**config.mk**
```make
export PLATFORM = sky130hd
export DESIGN_NAME = liuts_regs
export DESIGN_NICKNAME = d
export VERILOG_FILES = /design/src/liuts_pkg.sv /design/src/liuts_regs.sv /design/src/liuts_flag.sv
export SDC_FILE = /design/constraint.sdc
export NUM_CORES = 1
export LEC_CHECK = 0
export BUFFER_PORTS_ARGS = -buffer_cell sky130_fd_sc_hd__buf_2
export CAP_MARGIN = 10
export CORE_ASPECT_RATIO = 1.4
export CORE_MARGIN = 2
export CORE_UTILIZATION = 54
export DETAILED_ROUTE_END_ITERATION = 7
export GPL_TIMING_DRIVEN = 0
export HOLD_SLACK_MARGIN = 0.12
export PLACE_DENSITY = 0.78
export SYNTH_ARGS = -nofsm -noshare
export SYNTH_HDL_FRONTEND = slang
export SYNTH_SLANG_ARGS = --single-unit
```
**constraint.sdc**
```tcl
create_clock -name sys_clk_in -period 2.7 [get_ports sys_clk_in]
set_clock_uncertainty 0.2 [all_clocks]
set_input_delay 0.81 -clock sys_clk_in [delete_from_list [all_inputs] [get_ports sys_clk_in]]
set_output_delay 0.81 -clock sys_clk_in [all_outputs]
set_load 0.01 [all_outputs]
```
**src/liuts_pkg.sv**
```systemverilog
// Register map, field positions and reset values of the control and status bank
package liuts_pkg;
  // Register offsets (page 1 addresses, byte index 2..9)
  localparam logic [3:0] ADDR_ADV_TX_CTRL_ONE = 4'h2;
  localparam logic [3:0] ADDR_ADV_TX_CTRL_ZERO = 4'h3;
  localparam logic [3:0] ADDR_LINE_MODE_CTRL = 4'h4;
  localparam logic [3:0] ADDR_STATUS_MONITOR = 4'h5;
  localparam logic [3:0] ADDR_TEST_RSVD_A = 4'h6;
  localparam logic [3:0] ADDR_TEST_RSVD_B = 4'h7;
  localparam logic [3:0] ADDR_FIFO_CTRL = 4'h8;
  localparam logic [3:0] ADDR_IRQ_MASK = 4'h9;
  // Field positions
  localparam int EQ_EN_BIT = 0;
  localparam int LOOPBACK_BIT = 0;
  localparam int BOOST_LSB = 1;
  localparam int LINE_MODE_BIT = 7;
  localparam int FIFO_RST_BIT = 0;
  localparam int RX_LOS_BIT = 4;
  localparam int RX_LOL_BIT = 3;
  localparam int TX_LOL_BIT = 1;
  localparam int FIFO_ERR_BIT = 0;
  // Reset values
  localparam logic [7:0] ADV_ONE_RESET = 8'h00;
  localparam logic [7:0] ADV_ZERO_RESET = 8'hA8;
  localparam logic [7:0] LINE_MODE_RESET = 8'h80;
  localparam logic [7:0] STATUS_RESET = 8'h00;
  localparam logic [7:0] MASK_RESET = 8'h00;
  localparam logic [7:0] ZERO_BYTE = 8'h00;
  localparam logic [7:0] STATUS_USED = 8'h1B;
  // Boost codes
  localparam logic [1:0] BOOST_NORMAL = 2'h0;
  localparam logic [1:0] BOOST_FIVE = 2'h1;
  localparam logic [1:0] BOOST_RSVD = 2'h2;
  localparam logic [1:0] BOOST_TEN = 2'h3;

  typedef struct packed {
    logic rx_los;
    logic rx_lol;
    logic tx_lol;
    logic fifo_err;
  } liuts_cond_s;

  typedef struct packed {
    logic equalizer_en;
    logic [1:0] boost_level;
    logic loopback_en;
    logic coax_mode;
    logic optical_mode;
    logic fifo_ptr_reset;
  } liuts_ctrl_s;
endpackage

```
**src/liuts_regs.sv**
```systemverilog
// Control and status register bank of the line interface unit
`timescale 1ns/1ps
// How it works
// - Equalizer enable bit turns on the serial input trace equalizer.
// - Two-bit boost field picks coax driver amplitude; code 10 reserved.
// - Loopback bit routes decoded receive data into transmit clock recovery.
// - Line mode zero: coax coding and driver off, optical outputs used.
// - Line mode one (reset): coax coding on, optical off, coax driven.
// - Status bit four reports a receive loss-of-signal condition.
// - Status bit three reports receive clock off reference beyond 100ppm.
// - Status bit one reports no valid serial transmit input.
// - Status bit zero sets when transmit FIFO error asserts.
// - FIFO error flag clears while FIFO reset control is asserted.
// - FIFO reset control recentres transmit FIFO pointers.
module liuts_regs (
  input wire logic sys_clk_in,
  input wire logic rst_in,
  input wire logic [3:0] addr_in,
  input wire logic [7:0] wdata_in,
  input wire logic wr_in,
  input wire logic rd_in,
  output logic [7:0] rdata_out,
  input wire logic rx_los_in,
  input wire logic rx_lol_in,
  input wire logic tx_lol_in,
  input wire logic fifo_err_in,
  output liuts_pkg::liuts_ctrl_s ctrl_out,
  output logic [1:0] coax_tx_out,
  output logic [1:0] optical_tx_out,
  input wire logic serial_tx_data_in,
  input wire logic line_rx_in,
  output logic loop_data_out,
  output logic irq_out
);
  logic [7:0] adv_one_q;
  logic [7:0] adv_one_d;
  logic [7:0] adv_zero_q;
  logic [7:0] adv_zero_d;
  logic [7:0] mode_q;
  logic [7:0] mode_d;
  logic fifo_rst_q;
  logic fifo_rst_d;
  logic [7:0] mask_q;
  logic [7:0] mask_d;
  logic [7:0] rdata_q;
  logic [7:0] rdata_d;
  liuts_pkg::liuts_ctrl_s ctrl_q;
  liuts_pkg::liuts_ctrl_s ctrl_d;
  logic [1:0] coax_q;
  logic [1:0] coax_d;
  logic [1:0] optical_q;
  logic [1:0] optical_d;
  logic loop_q;
  logic loop_d;
  logic irq_q;
  logic irq_d;
  logic [3:0] cond;
  logic [3:0] flags;
  logic [7:0] status;
  logic stat_rd;
  logic [1:0] boost_wr;

  assign cond = {rx_los_in, rx_lol_in, tx_lol_in, fifo_err_in};
  assign stat_rd = rd_in && (addr_in == liuts_pkg::ADDR_STATUS_MONITOR);

  // One latch per monitored condition
  genvar gi;
  generate
    for (gi = 0; gi < 4; gi = gi + 1)
    begin : g_flag
      liuts_flag u_flag (
        .sys_clk_in(sys_clk_in),
        .rst_in(rst_in),
        .cond_in(cond[gi]),
        .rd_clr_in(stat_rd),
        .force_clr_in((gi == 0) && fifo_rst_q),
        .flag_out(flags[gi])
      );
    end
  endgenerate

  always_comb
  begin
    status = liuts_pkg::ZERO_BYTE;
    status[liuts_pkg::RX_LOS_BIT] = flags[3];
    status[liuts_pkg::RX_LOL_BIT] = flags[2];
    status[liuts_pkg::TX_LOL_BIT] = flags[1];
    status[liuts_pkg::FIFO_ERR_BIT] = flags[0];
  end

  // Register writes
  always_comb
  begin
    adv_one_d = adv_one_q;
    adv_zero_d = adv_zero_q;
    mode_d = mode_q;
    fifo_rst_d = fifo_rst_q;
    mask_d = mask_q;
    boost_wr = wdata_in[liuts_pkg::BOOST_LSB +: 2];
    if (wr_in)
    begin
      unique case (addr_in)
        liuts_pkg::ADDR_ADV_TX_CTRL_ONE: adv_one_d = wdata_in;
        liuts_pkg::ADDR_ADV_TX_CTRL_ZERO:
        begin
          adv_zero_d = wdata_in;
          // Reserved code keeps the previous amplitude
          if (boost_wr == liuts_pkg::BOOST_RSVD)
            adv_zero_d[liuts_pkg::BOOST_LSB +: 2] =
              adv_zero_q[liuts_pkg::BOOST_LSB +: 2];
        end
        liuts_pkg::ADDR_LINE_MODE_CTRL: mode_d = wdata_in;
        liuts_pkg::ADDR_FIFO_CTRL:
          fifo_rst_d = wdata_in[liuts_pkg::FIFO_RST_BIT];
        liuts_pkg::ADDR_IRQ_MASK: mask_d = wdata_in & liuts_pkg::STATUS_USED;
        default: ;
      endcase
    end
  end

  // Read data, one cycle after the strobe
  always_comb
  begin
    rdata_d = liuts_pkg::ZERO_BYTE;
    if (rd_in)
    begin
      unique case (addr_in)
        liuts_pkg::ADDR_ADV_TX_CTRL_ONE: rdata_d = adv_one_q;
        liuts_pkg::ADDR_ADV_TX_CTRL_ZERO: rdata_d = adv_zero_q;
        liuts_pkg::ADDR_LINE_MODE_CTRL: rdata_d = mode_q;
        liuts_pkg::ADDR_STATUS_MONITOR: rdata_d = status;
        liuts_pkg::ADDR_FIFO_CTRL:
          rdata_d = {7'h00, fifo_rst_q};
        liuts_pkg::ADDR_IRQ_MASK: rdata_d = mask_q;
        default: rdata_d = liuts_pkg::ZERO_BYTE;
      endcase
    end
  end

  // Datapath steering from the control bits
  always_comb
  begin
    ctrl_d.equalizer_en = adv_one_q[liuts_pkg::EQ_EN_BIT];
    ctrl_d.boost_level = adv_zero_q[liuts_pkg::BOOST_LSB +: 2];
    ctrl_d.loopback_en = adv_zero_q[liuts_pkg::LOOPBACK_BIT];
    ctrl_d.coax_mode = mode_q[liuts_pkg::LINE_MODE_BIT];
    ctrl_d.optical_mode = !mode_q[liuts_pkg::LINE_MODE_BIT];
    ctrl_d.fifo_ptr_reset = fifo_rst_q;
    loop_d = adv_zero_q[liuts_pkg::LOOPBACK_BIT] ? line_rx_in : 1'b0;
    coax_d = 2'h0;
    optical_d = 2'h0;
    if (mode_q[liuts_pkg::LINE_MODE_BIT])
      coax_d = {serial_tx_data_in, !serial_tx_data_in};
    else
      optical_d = {serial_tx_data_in, !serial_tx_data_in};
    irq_d = |(status & mask_q);
  end

  always_ff @(posedge sys_clk_in or posedge rst_in)
  begin
    if (rst_in)
    begin
      adv_one_q <= liuts_pkg::ADV_ONE_RESET;
      adv_zero_q <= liuts_pkg::ADV_ZERO_RESET;
      mode_q <= liuts_pkg::LINE_MODE_RESET;
      fifo_rst_q <= 1'b0;
      mask_q <= liuts_pkg::MASK_RESET;
      rdata_q <= liuts_pkg::ZERO_BYTE;
      ctrl_q <= '{
        equalizer_en: 1'b0,
        boost_level: liuts_pkg::BOOST_NORMAL,
        loopback_en: 1'b0,
        coax_mode: liuts_pkg::LINE_MODE_RESET[liuts_pkg::LINE_MODE_BIT],
        optical_mode: !liuts_pkg::LINE_MODE_RESET[liuts_pkg::LINE_MODE_BIT],
        fifo_ptr_reset: 1'b0
      };
      coax_q <= 2'h0;
      optical_q <= 2'h0;
      loop_q <= 1'b0;
      irq_q <= 1'b0;
    end
    else
    begin
      adv_one_q <= adv_one_d;
      adv_zero_q <= adv_zero_d;
      mode_q <= mode_d;
      fifo_rst_q <= fifo_rst_d;
      mask_q <= mask_d;
      rdata_q <= rdata_d;
      ctrl_q <= ctrl_d;
      coax_q <= coax_d;
      optical_q <= optical_d;
      loop_q <= loop_d;
      irq_q <= irq_d;
    end
  end

  assign rdata_out = rdata_q;
  assign ctrl_out = ctrl_q;
  assign coax_tx_out = coax_q;
  assign optical_tx_out = optical_q;
  assign loop_data_out = loop_q;
  assign irq_out = irq_q;

  eq_follow_a: assert property (@(posedge sys_clk_in) disable iff (rst_in)
    wr_in && addr_in == liuts_pkg::ADDR_ADV_TX_CTRL_ONE
    |=> ##1 ctrl_out.equalizer_en == $past(wdata_in[0], 2))
    else $error("equalizer enable did not follow write");
  boost_rsvd_a: assert property (@(posedge sys_clk_in) disable iff (rst_in)
    ctrl_out.boost_level != liuts_pkg::BOOST_RSVD)
    else $error("reserved boost code reached driver");
  loop_route_a: assert property (@(posedge sys_clk_in) disable iff (rst_in)
    ctrl_q.loopback_en && $past(adv_zero_q[0]) |-> loop_data_out == $past(line_rx_in))
    else $error("loopback data not routed");
  optical_sel_a: assert property (@(posedge sys_clk_in) disable iff (rst_in)
    !$past(rst_in) && !$past(mode_q[7])
    |-> coax_tx_out == 2'h0 && ctrl_out.optical_mode)
    else $error("coax active in optical mode");
  coax_sel_a: assert property (@(posedge sys_clk_in) disable iff (rst_in)
    $past(mode_q[7]) |-> optical_tx_out == 2'h0)
    else $error("optical active in coax mode");
  los_latch_a: assert property (@(posedge sys_clk_in) disable iff (rst_in)
    rx_los_in |=> status[4])
    else $error("signal loss not latched");
  lol_latch_a: assert property (@(posedge sys_clk_in) disable iff (rst_in)
    rx_lol_in |=> status[3])
    else $error("receive lock loss not latched");
  tx_lock_lost_flag_latch_a: assert property (@(posedge sys_clk_in) disable iff (rst_in)
    tx_lol_in |=> status[1])
    else $error("transmit lock loss not latched");
  tx_fifo_error_flag_set_a: assert property (@(posedge sys_clk_in) disable iff (rst_in)
    fifo_err_in && !fifo_rst_q |=> status[0])
    else $error("fifo error not latched");
  tx_fifo_error_flag_clr_a: assert property (@(posedge sys_clk_in) disable iff (rst_in)
    fifo_rst_q |=> !status[0])
    else $error("fifo error survived reset control");
  rd_clear_a: assert property (@(posedge sys_clk_in) disable iff (rst_in)
    stat_rd && cond == 4'h0 |=> status == liuts_pkg::ZERO_BYTE)
    else $error("read did not clear idle flags");
  test_zero_a: assert property (@(posedge sys_clk_in) disable iff (rst_in)
    rd_in && (addr_in == liuts_pkg::ADDR_TEST_RSVD_A ||
    addr_in == liuts_pkg::ADDR_TEST_RSVD_B) |=> rdata_out == 8'h00)
    else $error("test register read nonzero");
  irq_level_a: assert property (@(posedge sys_clk_in) disable iff (rst_in)
    ##1 irq_out == |($past(status) & $past(mask_q)))
    else $error("interrupt does not match masked status");

  // Bus and datapath checks
  rdata_idle_a: assert property (
    @(posedge sys_clk_in) disable iff (rst_in)
    !rd_in |=> rdata_out == liuts_pkg::ZERO_BYTE)
    else $error("read data present without a read");
  boost_keep_a: assert property (
    @(posedge sys_clk_in) disable iff (rst_in)
    wr_in && addr_in == liuts_pkg::ADDR_ADV_TX_CTRL_ZERO &&
    wdata_in[liuts_pkg::BOOST_LSB +: 2] == liuts_pkg::BOOST_RSVD
    |=> $stable(adv_zero_q[liuts_pkg::BOOST_LSB +: 2]))
    else $error("reserved boost code changed amplitude");
  loop_off_a: assert property (
    @(posedge sys_clk_in) disable iff (rst_in)
    !adv_zero_q[liuts_pkg::LOOPBACK_BIT] |=> !loop_data_out)
    else $error("loopback data leaked while disabled");
  coax_data_a: assert property (
    @(posedge sys_clk_in) disable iff (rst_in)
    !$past(rst_in) && $past(mode_q[liuts_pkg::LINE_MODE_BIT])
    |-> coax_tx_out == {$past(serial_tx_data_in), !$past(serial_tx_data_in)})
    else $error("coax outputs do not carry transmit data");
  optical_data_a: assert property (
    @(posedge sys_clk_in) disable iff (rst_in)
    !$past(rst_in) && !$past(mode_q[liuts_pkg::LINE_MODE_BIT])
    |-> optical_tx_out == {$past(serial_tx_data_in), !$past(serial_tx_data_in)})
    else $error("optical outputs do not carry transmit data");
  ptr_reset_a: assert property (
    @(posedge sys_clk_in) disable iff (rst_in)
    ##1 ctrl_out.fifo_ptr_reset == $past(fifo_rst_q))
    else $error("pointer reset control not forwarded");
  mode_excl_a: assert property (
    @(posedge sys_clk_in) disable iff (rst_in)
    ctrl_out.coax_mode != ctrl_out.optical_mode)
    else $error("both or neither line interface selected");
  mask_used_a: assert property (
    @(posedge sys_clk_in) disable iff (rst_in)
    (mask_q & ~liuts_pkg::STATUS_USED) == liuts_pkg::ZERO_BYTE)
    else $error("mask holds an unused bit");
  test_write_a: assert property (
    @(posedge sys_clk_in) disable iff (rst_in)
    wr_in && (addr_in == liuts_pkg::ADDR_TEST_RSVD_A ||
    addr_in == liuts_pkg::ADDR_TEST_RSVD_B)
    |=> $stable(adv_one_q) && $stable(adv_zero_q) && $stable(mode_q))
    else $error("test register write changed control state");
  read_mode_a: assert property (
    @(posedge sys_clk_in) disable iff (rst_in)
    rd_in && addr_in == liuts_pkg::ADDR_LINE_MODE_CTRL
    |=> rdata_out == $past(mode_q))
    else $error("mode register read back wrong");
  read_eq_a: assert property (
    @(posedge sys_clk_in) disable iff (rst_in)
    rd_in && addr_in == liuts_pkg::ADDR_ADV_TX_CTRL_ONE
    |=> rdata_out == $past(adv_one_q))
    else $error("equalizer register read back wrong");
  read_fifo_a: assert property (
    @(posedge sys_clk_in) disable iff (rst_in)
    rd_in && addr_in == liuts_pkg::ADDR_FIFO_CTRL
    |=> rdata_out == {7'h00, $past(fifo_rst_q)})
    else $error("fifo control read back wrong");
endmodule

```
**src/liuts_flag.sv**
```systemverilog
// One latched status flag: sets on condition, clears on read, held by clear
`timescale 1ns/1ps
module liuts_flag (
  input wire logic sys_clk_in,
  input wire logic rst_in,
  input wire logic cond_in,
  input wire logic rd_clr_in,
  input wire logic force_clr_in,
  output logic flag_out
);
  logic flag_q;
  logic flag_d;

  always_comb
  begin
    flag_d = flag_q;
    if (force_clr_in)
      flag_d = 1'b0;
    else if (cond_in)
      flag_d = 1'b1;
    else if (rd_clr_in)
      flag_d = 1'b0;
  end

  always_ff @(posedge sys_clk_in or posedge rst_in)
  begin
    if (rst_in)
      flag_q <= 1'b0;
    else
      flag_q <= flag_d;
  end

  assign flag_out = flag_q;

  set_wins_a: assert property (@(posedge sys_clk_in) disable iff (rst_in)
    cond_in && !force_clr_in |=> flag_q)
    else $error("flag lost an event");
endmodule

```
# After elaboration in Yosys (flattened, before gate mapping)
# Index checks and enable logic that the tools add are counted.
# word_totals
wordCells	55
reg_bits	54
out_inout_bits	21
# classes
n_eq_ne	7
mux	11
bitwise	2
reduce_logical	14
# ops
cell	count
case mux 8 bit (6 select lines)	1
AND reduction 2 bit	5
== test 4 x 2 -> 1 bit (second input constant)	2
== test 4 x 3 -> 1 bit (second input constant)	2
== test 4 bit (second input constant)	2
2-to-1 mux 8 bit	1
OR reduction 8 bit	1
2-to-1 mux 1 bit	7
nonzero test 2 bit	3
bitwise AND 5 bit	1
2-to-1 mux 2 bit	2
AND reduction 3 bit	1
nonzero test 3 bit	1
== test 2 bit (second input constant)	1
zero test 1 bit	2
logical AND 1 bit	1
inverter 1 bit	1

# Longest topological paths before layout
# Gate-level depths: netlist of run 1.
# logic_depth
word_depth	5
ltp_mapped	5

# Cells and area by module
# A second synthesis of run 1 with hierarchy kept.
# unflattened
hier_cells	174
area_unflattened_um2	2326.0
# by_module_without_submodules
module	n_inst	seq_area_each_um2	cells_per_inst	area_each_um2
liuts_regs	1	1257.5	154	2135.8
liuts_flag	4	25.0	5	47.5

# Worst setup path after synthesis of run 1
# No wires, ideal clock.
# synth_path
path_kind	input port to flip-flop
from	input port addr_in[2]
to	register adv_one_q[0]
cell_stages	5
path_slack_ns	0.469
arrival_ns	1.906
required_time_ns	2.375
setup_time_ns	0.125
path_cell_list	buf_6 -> nor3b_4 -> and3b_1 -> buf_4 -> mux2_2
# synth_via
elab_chain_cells	2
# synth_lines
element	line	text
from (decl)	liuts_regs.sv:18	input wire logic [3:0] addr_in,
== test 4 x 2 -> 1 bit	liuts_regs.sv:102	unique case (addr_in)
AND reduction 2 bit (no line)	n/a	
to (signal assigned)	liuts_regs.sv:163	adv_one_q <= liuts_pkg::ADV_ONE_RESET;
to (signal assigned)	liuts_regs.sv:184	adv_one_q <= adv_one_d;
to (decl)	liuts_regs.sv:35	logic [7:0] adv_one_q;
# Every way passes these cells.
# A chain may end at the register's enable or synchronous reset.

# Final worst setup path of run 1
# layout_path
from	input port addr_in[1]
to	register rdata_q[3] (netlist: rdata_out[3])
# layout_via
elab_chain_cells	3
elab_cells_between_ends	8
classes_between	eq/ne (6); mux (2)
# layout_lines
element	line	text
== test 4 bit, or another cell as far along	liuts_regs.sv:127	unique case (addr_in)
case mux 8 bit (6 select lines) *	liuts_regs.sv:127	
2-to-1 mux 8 bit *	liuts_regs.sv:125	if (rd_in)
via rdata_d[3]	liuts_regs.sv:46	logic [7:0] rdata_d;
to (signal assigned)	liuts_regs.sv:168	rdata_q <= liuts_pkg::ZERO_BYTE;
to (signal assigned)	liuts_regs.sv:189	rdata_q <= rdata_d;
to (decl)	liuts_regs.sv:45	logic [7:0] rdata_q;
# Mark *: on every way through the listed nets, which the timed path passes. The rest lies on a longest branch.

==> flow_summary.yaml, run 1 <==
clock_network:
  cts.sinks: 54
  cts_resized: 0
  cts-htree-levels: 2
  clock_latency_ns: 0.30
  cts_root_buf: "clkbuf_8"
  clockBufferDepth: 2
  postCtsSetupBuffers: 0
  clk_pin_slew_ns: 0.09
  cts_tree: "yes"
  cts_made_buffers: 5
  hold_buffers: 0
routing:
  vias_per_cell: 5.961
  wl_per_cell_microns: 17.81
  ant_nets: 0
  remaining_drc_errors: 5
  vias: 1538
  drt-total-wl_microns: 4594
  drt_iter0_markers: 87
  first_pass_iters: 6
sta:
  drv_slew: 0
  max_freq_ghz: 0.4383
  tightest_slew_ns: 1.122
  setup_viol: 0
  min_period_ns: 2.281
  period_share_pct: 84.49
  hold_ws_ns: 0.2094
  relSlewSlack_pct: 24.02
  rsz0062_at_grt: "no"
  hold_violations: 0
yosys:
  ys_warn_count: 0
  synth.largest_area_cell: "dfrtp_1"
  synth.area.top_cells: "dfrtp_1 (54%), mux2_2 (16%), dfstp_2 (5.8%)"
  synth_ff_type: "dfrtp_1"
  synthCells: 167
  synth-seq-area-share_pct: 59.62
  syn_area_per_cell_sq_um: 13.64
  postSynth.asyncResetShare_pct: 100.0
  syn_nets: 189
  synth-edff-count: 0
  ys_types: 39
  synth_top_area_share_pct: 53.85
  syn-cell-area_sq_um: 2277
  synth-seq-cells: 54
setup_path:
  cp_max_fo: 10
  worst-setup-path-type: "in -> reg"
  end_kind: "flop"
  crit_arrival_ns: 2.21
  required_ns: 2.63
  critPathLaunchType: "primary input"
cells_and_area:
  final_common_cell: "dfrtp_1"
  syn_to_final_growth_pct: 16.48
  fin_area_sq_um: 2653
  nNetsFinal: 236
  drive_gt1_share_pct: 44.19
  diodes: 0
  mostFrequentLayoutCells: "dfrtp_1 (49), buf_2 (42), mux2_2 (33)"
power_and_ir_drop:
  power_leakage_nw: 1.200
  peakVddDrop_mv: 0.5043
  powerDensity_nw_per_um2: 709.6
  total_power_mw: 1.882
floorplan:
  die-area_sq_um: 4760
  rows: 27
  io_pins: 43
  die_h_microns: 80.84
  die_w_microns: 58.89
  initial_utilization_pct: 57.12
  core_area_sq_um: 3986
global_route:
  track_usage_pct: 21.57
  antenna_found_initial: 0
  grt_pass1_wl_microns: 7562
  grt_pass1_vias: 1571
  grt_max_degree: 31
  overflow: 0
placed_design:
  gp_congestion: 0.8775
  place_area_sq_um: 2546
  portBuffers: 39
  hpwl_microns: 3350
status:
  status: "complete, but fails checks"
  violations: "design-rule violations"
job:
  drv_cap: 0
worst_hold_path:
  hold_path_class: "reg -> reg"
state kept, by name (all words and copies together), names as in the netlist:
register / flops
adv_one_q: 8
adv_zero_q: 8
mode_q: 8
rdata_out: 8
ctrl_out: 7
g_flag.u_flag.flag_out: 4
mask_q: 4
coax_tx_out: 2
optical_tx_out: 2
fifo_rst_q: 1
irq_out: 1
loop_data_out: 1
worst max-delay path: stages:
cell,delay [ns]
buf_2,0.10
buf_2,0.20
nor2b_1,0.07
o311ai_1,0.91
a31oi_1,0.13
power by group:
| part | total (mW) | internal [mW] | switching (mW) | leakage [nW] |
|---|---|---|---|---|
| Clock | 0.517 | 0.277 | 0.240 | 0.0524 |
| Sequential | 1.05 | 0.968 | 0.0797 | 0.656 |
| Combinational | 0.318 | 0.173 | 0.145 | 0.491 |
| Total | 1.88 | 1.42 | 0.464 | 1.20 |
path summary, 6_finish.rpt:
check	from	end	slack [ns]	cells after the start
min reg2reg	mode_q[7]	ctrl_out[2]	0.21	0
max in group asynchronous	rst_in	adv_zero_q[7]	1.36	3
max	addr_in[1]	rdata_out[3]	0.42	5
max reg2reg	fifo_rst_q	rdata_out[0]	1.33	3
min	mode_q[7]	ctrl_out[2]	0.21	0
min in group asynchronous	rst_in	mode_q[0]	0.33	2
layout make-up:
type / instances / area, sq um
sequential: 54 / 1358
clock inverter: 1 / 30.03
multi-input combinational: 100 / 855.8
tap: 43 / 53.80
inverter: 4 / 15.01
timing repair buffer: 40 / 215.2
buffer: 9 / 48.80
fill: 304 / 1334
clock buffer: 7 / 76.32
synth_stat cells, drive strengths merged (2+ instances only):
library cell  instances
inv                   4
nand2                 4
nor3b                 2
a22oi                 5
dfstp                 5
dfrtp                49
nand3                 6
a31oi                 4
buf                   5
o21ai                 2
nand4                 2
nor2b                 3
mux2                 33
nand3b                4
nand4b                7
and2                  3
a21oi                 4
a21o                  3
nor2                  3
a211o                 2
clkbuf                4
logic make-up (layout without fill, tap and decap cells):
logic type      after synthesis  after routing  share of synthesized area [%]
compound gates               26             26                          8.187
buf+inv                      13             61                          2.802
flops                        54             54                          59.62
mux                          33             33                          16.32
simple gates                 41             41                          13.08
routing by layer:
layer	wire (microns)	vias up	part of all wire, %	GRT usage [%]
li1	-	711	-	-
met1	1788	743	39	26.50
met2	2429	73	53	36.44
met3	299	11	6.5	5.414
met4	76	0	1.7	7.727
met5	0	-	0	0
stage by stage:
stage	worst slack, ns	cells	util [%]	setup TNS (ns)
3_5_place_dp	0.1122	250	63.87	0
5_1_grt	0.3535	258	66.54	0
4_1_cts	0.4402	258	66.54	0
2_1_floorplan	0.3837	167	-	0
6_report	0.4187	258	66.54	0
3_3_place_gp	-0.09662	249	63.37	-4.615
Note: power is estimated with default switching activity, not from simulation.
==> run 2, diff against run 1 <==
ABC_AREA = 1   (was unset)
CORE_UTILIZATION = 49   (was 54)
PLACE_DENSITY = 0.75   (was 0.78)
clock period = 1.96 ns   (was 2.7 ns; I/O delays follow)
==> run 2 against run 1 <==
The run now ends clean. Non-clock buffer count unchanged. Sequential share of layout area shrank 1.4 points. Critical path depth shrank 4. Utilization down 6.5 points. Critical path type is now reg -> out. Sequential cell count unchanged. Highest routed layer unchanged. Die area is 11% higher. Largest power group unchanged.
==> flow_summary.yaml, run 2 <==
setup_path:
  cp_max_fo: 1
  critical_path.top_delay_family: "flip-flops"
  crit_chain: "buf_2"
  reg2reg_slack_ns: 0.83
  required_ns: 1.17
  path_buf_inv: 1
  slowest_delay_ns: 0.52
  worst-setup-path-type: "reg -> out"
  critPathLaunchType: "flop"
  end_kind: "output pin"
  crit_arrival_ns: 0.95
  critPathSlowestCell: "dfstp_2"
yosys:
  postSynth.asyncResetShare_pct: 100.0
  ys_types: 21
  synth-seq-cells: 54
  synth-seq-area-share_pct: 58.81
  ys_top_cells_by_count: "nand2_1 (52), dfrtp_1 (49), inv_1 (34), nand3_1 (27)"
  syn_nets: 262
  yosysMostFrequentCell: "nand2_1"
  syn_area_per_cell_sq_um: 9.619
  ys_warn_count: 0
  syn-cell-area_sq_um: 2308
  synth.largest_area_cell: "dfrtp_1"
  synthCells: 240
  synth-edff-count: 0
  synth.area.top_cells: "dfrtp_1 (53%), nand2_1 (8.5%), nand3_1 (5.9%)"
  synth_top_area_share_pct: 53.12
  synth_ff_type: "dfrtp_1"
clock_network:
  cts_resized: 0
  cts-htree-levels: 2
  clk_pin_slew_ns: 0.10
  cts_tree: "yes"
  clock_latency_ns: 0.31
  cts.sinks: 54
  cts_made_buffers: 5
  clockBufferDepth: 2
  cts_root_buf: "clkbuf_8"
sta:
  period_share_pct: 88.59
  setup_ws_ns: 0.2237
  max_freq_ghz: 0.5759
  setup_viol: 0
  hold_violations: 0
  min_period_ns: 1.736
  drv_slew: 0
  tightest_slew_ns: 0.4533
  relSlewSlack_pct: 69.71
  rsz0062_at_grt: "no"
  hold_ws_ns: 0.2071
global_route:
  grt_max_degree: 55
  overflow: 0
  antenna_found_initial: 0
  grt_pass1_vias: 1666
  grt_pass1_wl_microns: 7507
  track_usage_pct: 19.21
power_and_ir_drop:
  powerDensity_nw_per_um2: 908.6
  peakVddDrop_mv: 0.4587
  power_leakage_nw: 1.433
  total_power_mw: 2.476
cells_and_area:
  nNetsFinal: 313
  syn_to_final_growth_pct: 18.05
  drive_gt1_share_pct: 30.82
  mostFrequentLayoutCells: "nand2_1 (52), dfrtp_1 (49), buf_2 (44)"
  diodes: 0
  utilization_pct: 60.08
  final_common_cell: "nand2_1"
placed_design:
  portBuffers: 42
  dp_slack_ns: -0.03363
  gp_congestion: 0.8019
  hpwl_microns: 3165
routing:
  met3WireLength_microns: 149
  ant_nets: 0
  highest_layer: "met4"
  m1WireLength_microns: 1823
  drt-total-wl_microns: 4415
  remaining_drc_errors: 0
  first_pass_iters: 4
  dr_wl_met2_microns: 2383
  drt_iter0_markers: 57
  vias: 1724
  vias_per_cell: 4.870
  wl_per_cell_microns: 12.47
floorplan:
  die-area_sq_um: 5284
  die_h_microns: 85.22
  initial_utilization_pct: 50.90
  die_w_microns: 62.01
  io_pins: 43
  rows: 29
  core_area_sq_um: 4536
job:
  drv_cap: 0
status:
  status: "finished, final reports clean"
worst_hold_path:
  hold_path_class: "reg -> reg"
## run 2: changes by cell type in the layout (fill, tap and decap cells not counted), moves of 7 or more
cell      change
o21ai_2      +13
nand4b_1      -7
o21a_1        +8
nand2_1      +48
nor2_1       +11
mux2_2       -33
nand3_1      +22
o21ai_0       +7
inv_1        +30
## run 2: through the flow
step                instance area (sq um)  TNS (ns)  std cells
finish                               2725         0        354
global route                         2725         0        354
CTS                                  2695         0        352
detailed placement                   2600  -0.06710        344
global placement                     2600  -0.02493        344
floorplan                            2312         0        240
## run 2: power by group
part           total [mW]  switching, mW  internal (mW)
Sequential           1.42         0.0986           1.32
Combinational       0.405          0.228          0.177
Clock               0.647          0.384          0.263
## run 2: cell families after synthesis
kind of cell / share of synthesized area, %
buffers and inverters: 7.425
DFF: 58.81
and+or+nand+nor: 21.73
AOI/OAI and AO/OA: 12.03
## run 2: repair_timing
action,CTS,global route
hold endpoints to repair,0,19
hold buffers,0,1
buffers inserted,0,0
## run 2: routing by layer
metal | up-vias | global-route usage [%]
met1 | 823 | 24.28
li1 | 857 | -
met3 | 5 | 4.116
met2 | 39 | 32.01
met4 | 0 | 5.803
met5 | - | 0
## run 2: layout make-up
class	instances	area, sq um
clock buffer	5	68.82
clock inverter	3	26.28
tap	62	77.57
sequential	54	1358
fill	395	1810
buffer	5	40.04
multi-input combinational	146	779.5
timing repair buffer	44	240.2
inverter	35	135.1
## run 2: path summary, 6_finish.rpt
| path | start | end | depth (start not counted) |
|---|---|---|---|
| min in group asynchronous | rst_in | optical_tx_out[1] | 3 |
| max in group asynchronous | rst_in | adv_zero_q[5] | 4 |
| setup / recovery | ctrl_out[2] | ctrl_out[2] | 1 |
| hold / removal | mode_q[7] | ctrl_out[2] | 0 |
| setup reg to reg | mask_q[4] | irq_out | 4 |
| hold reg to reg | mode_q[7] | ctrl_out[2] | 0 |
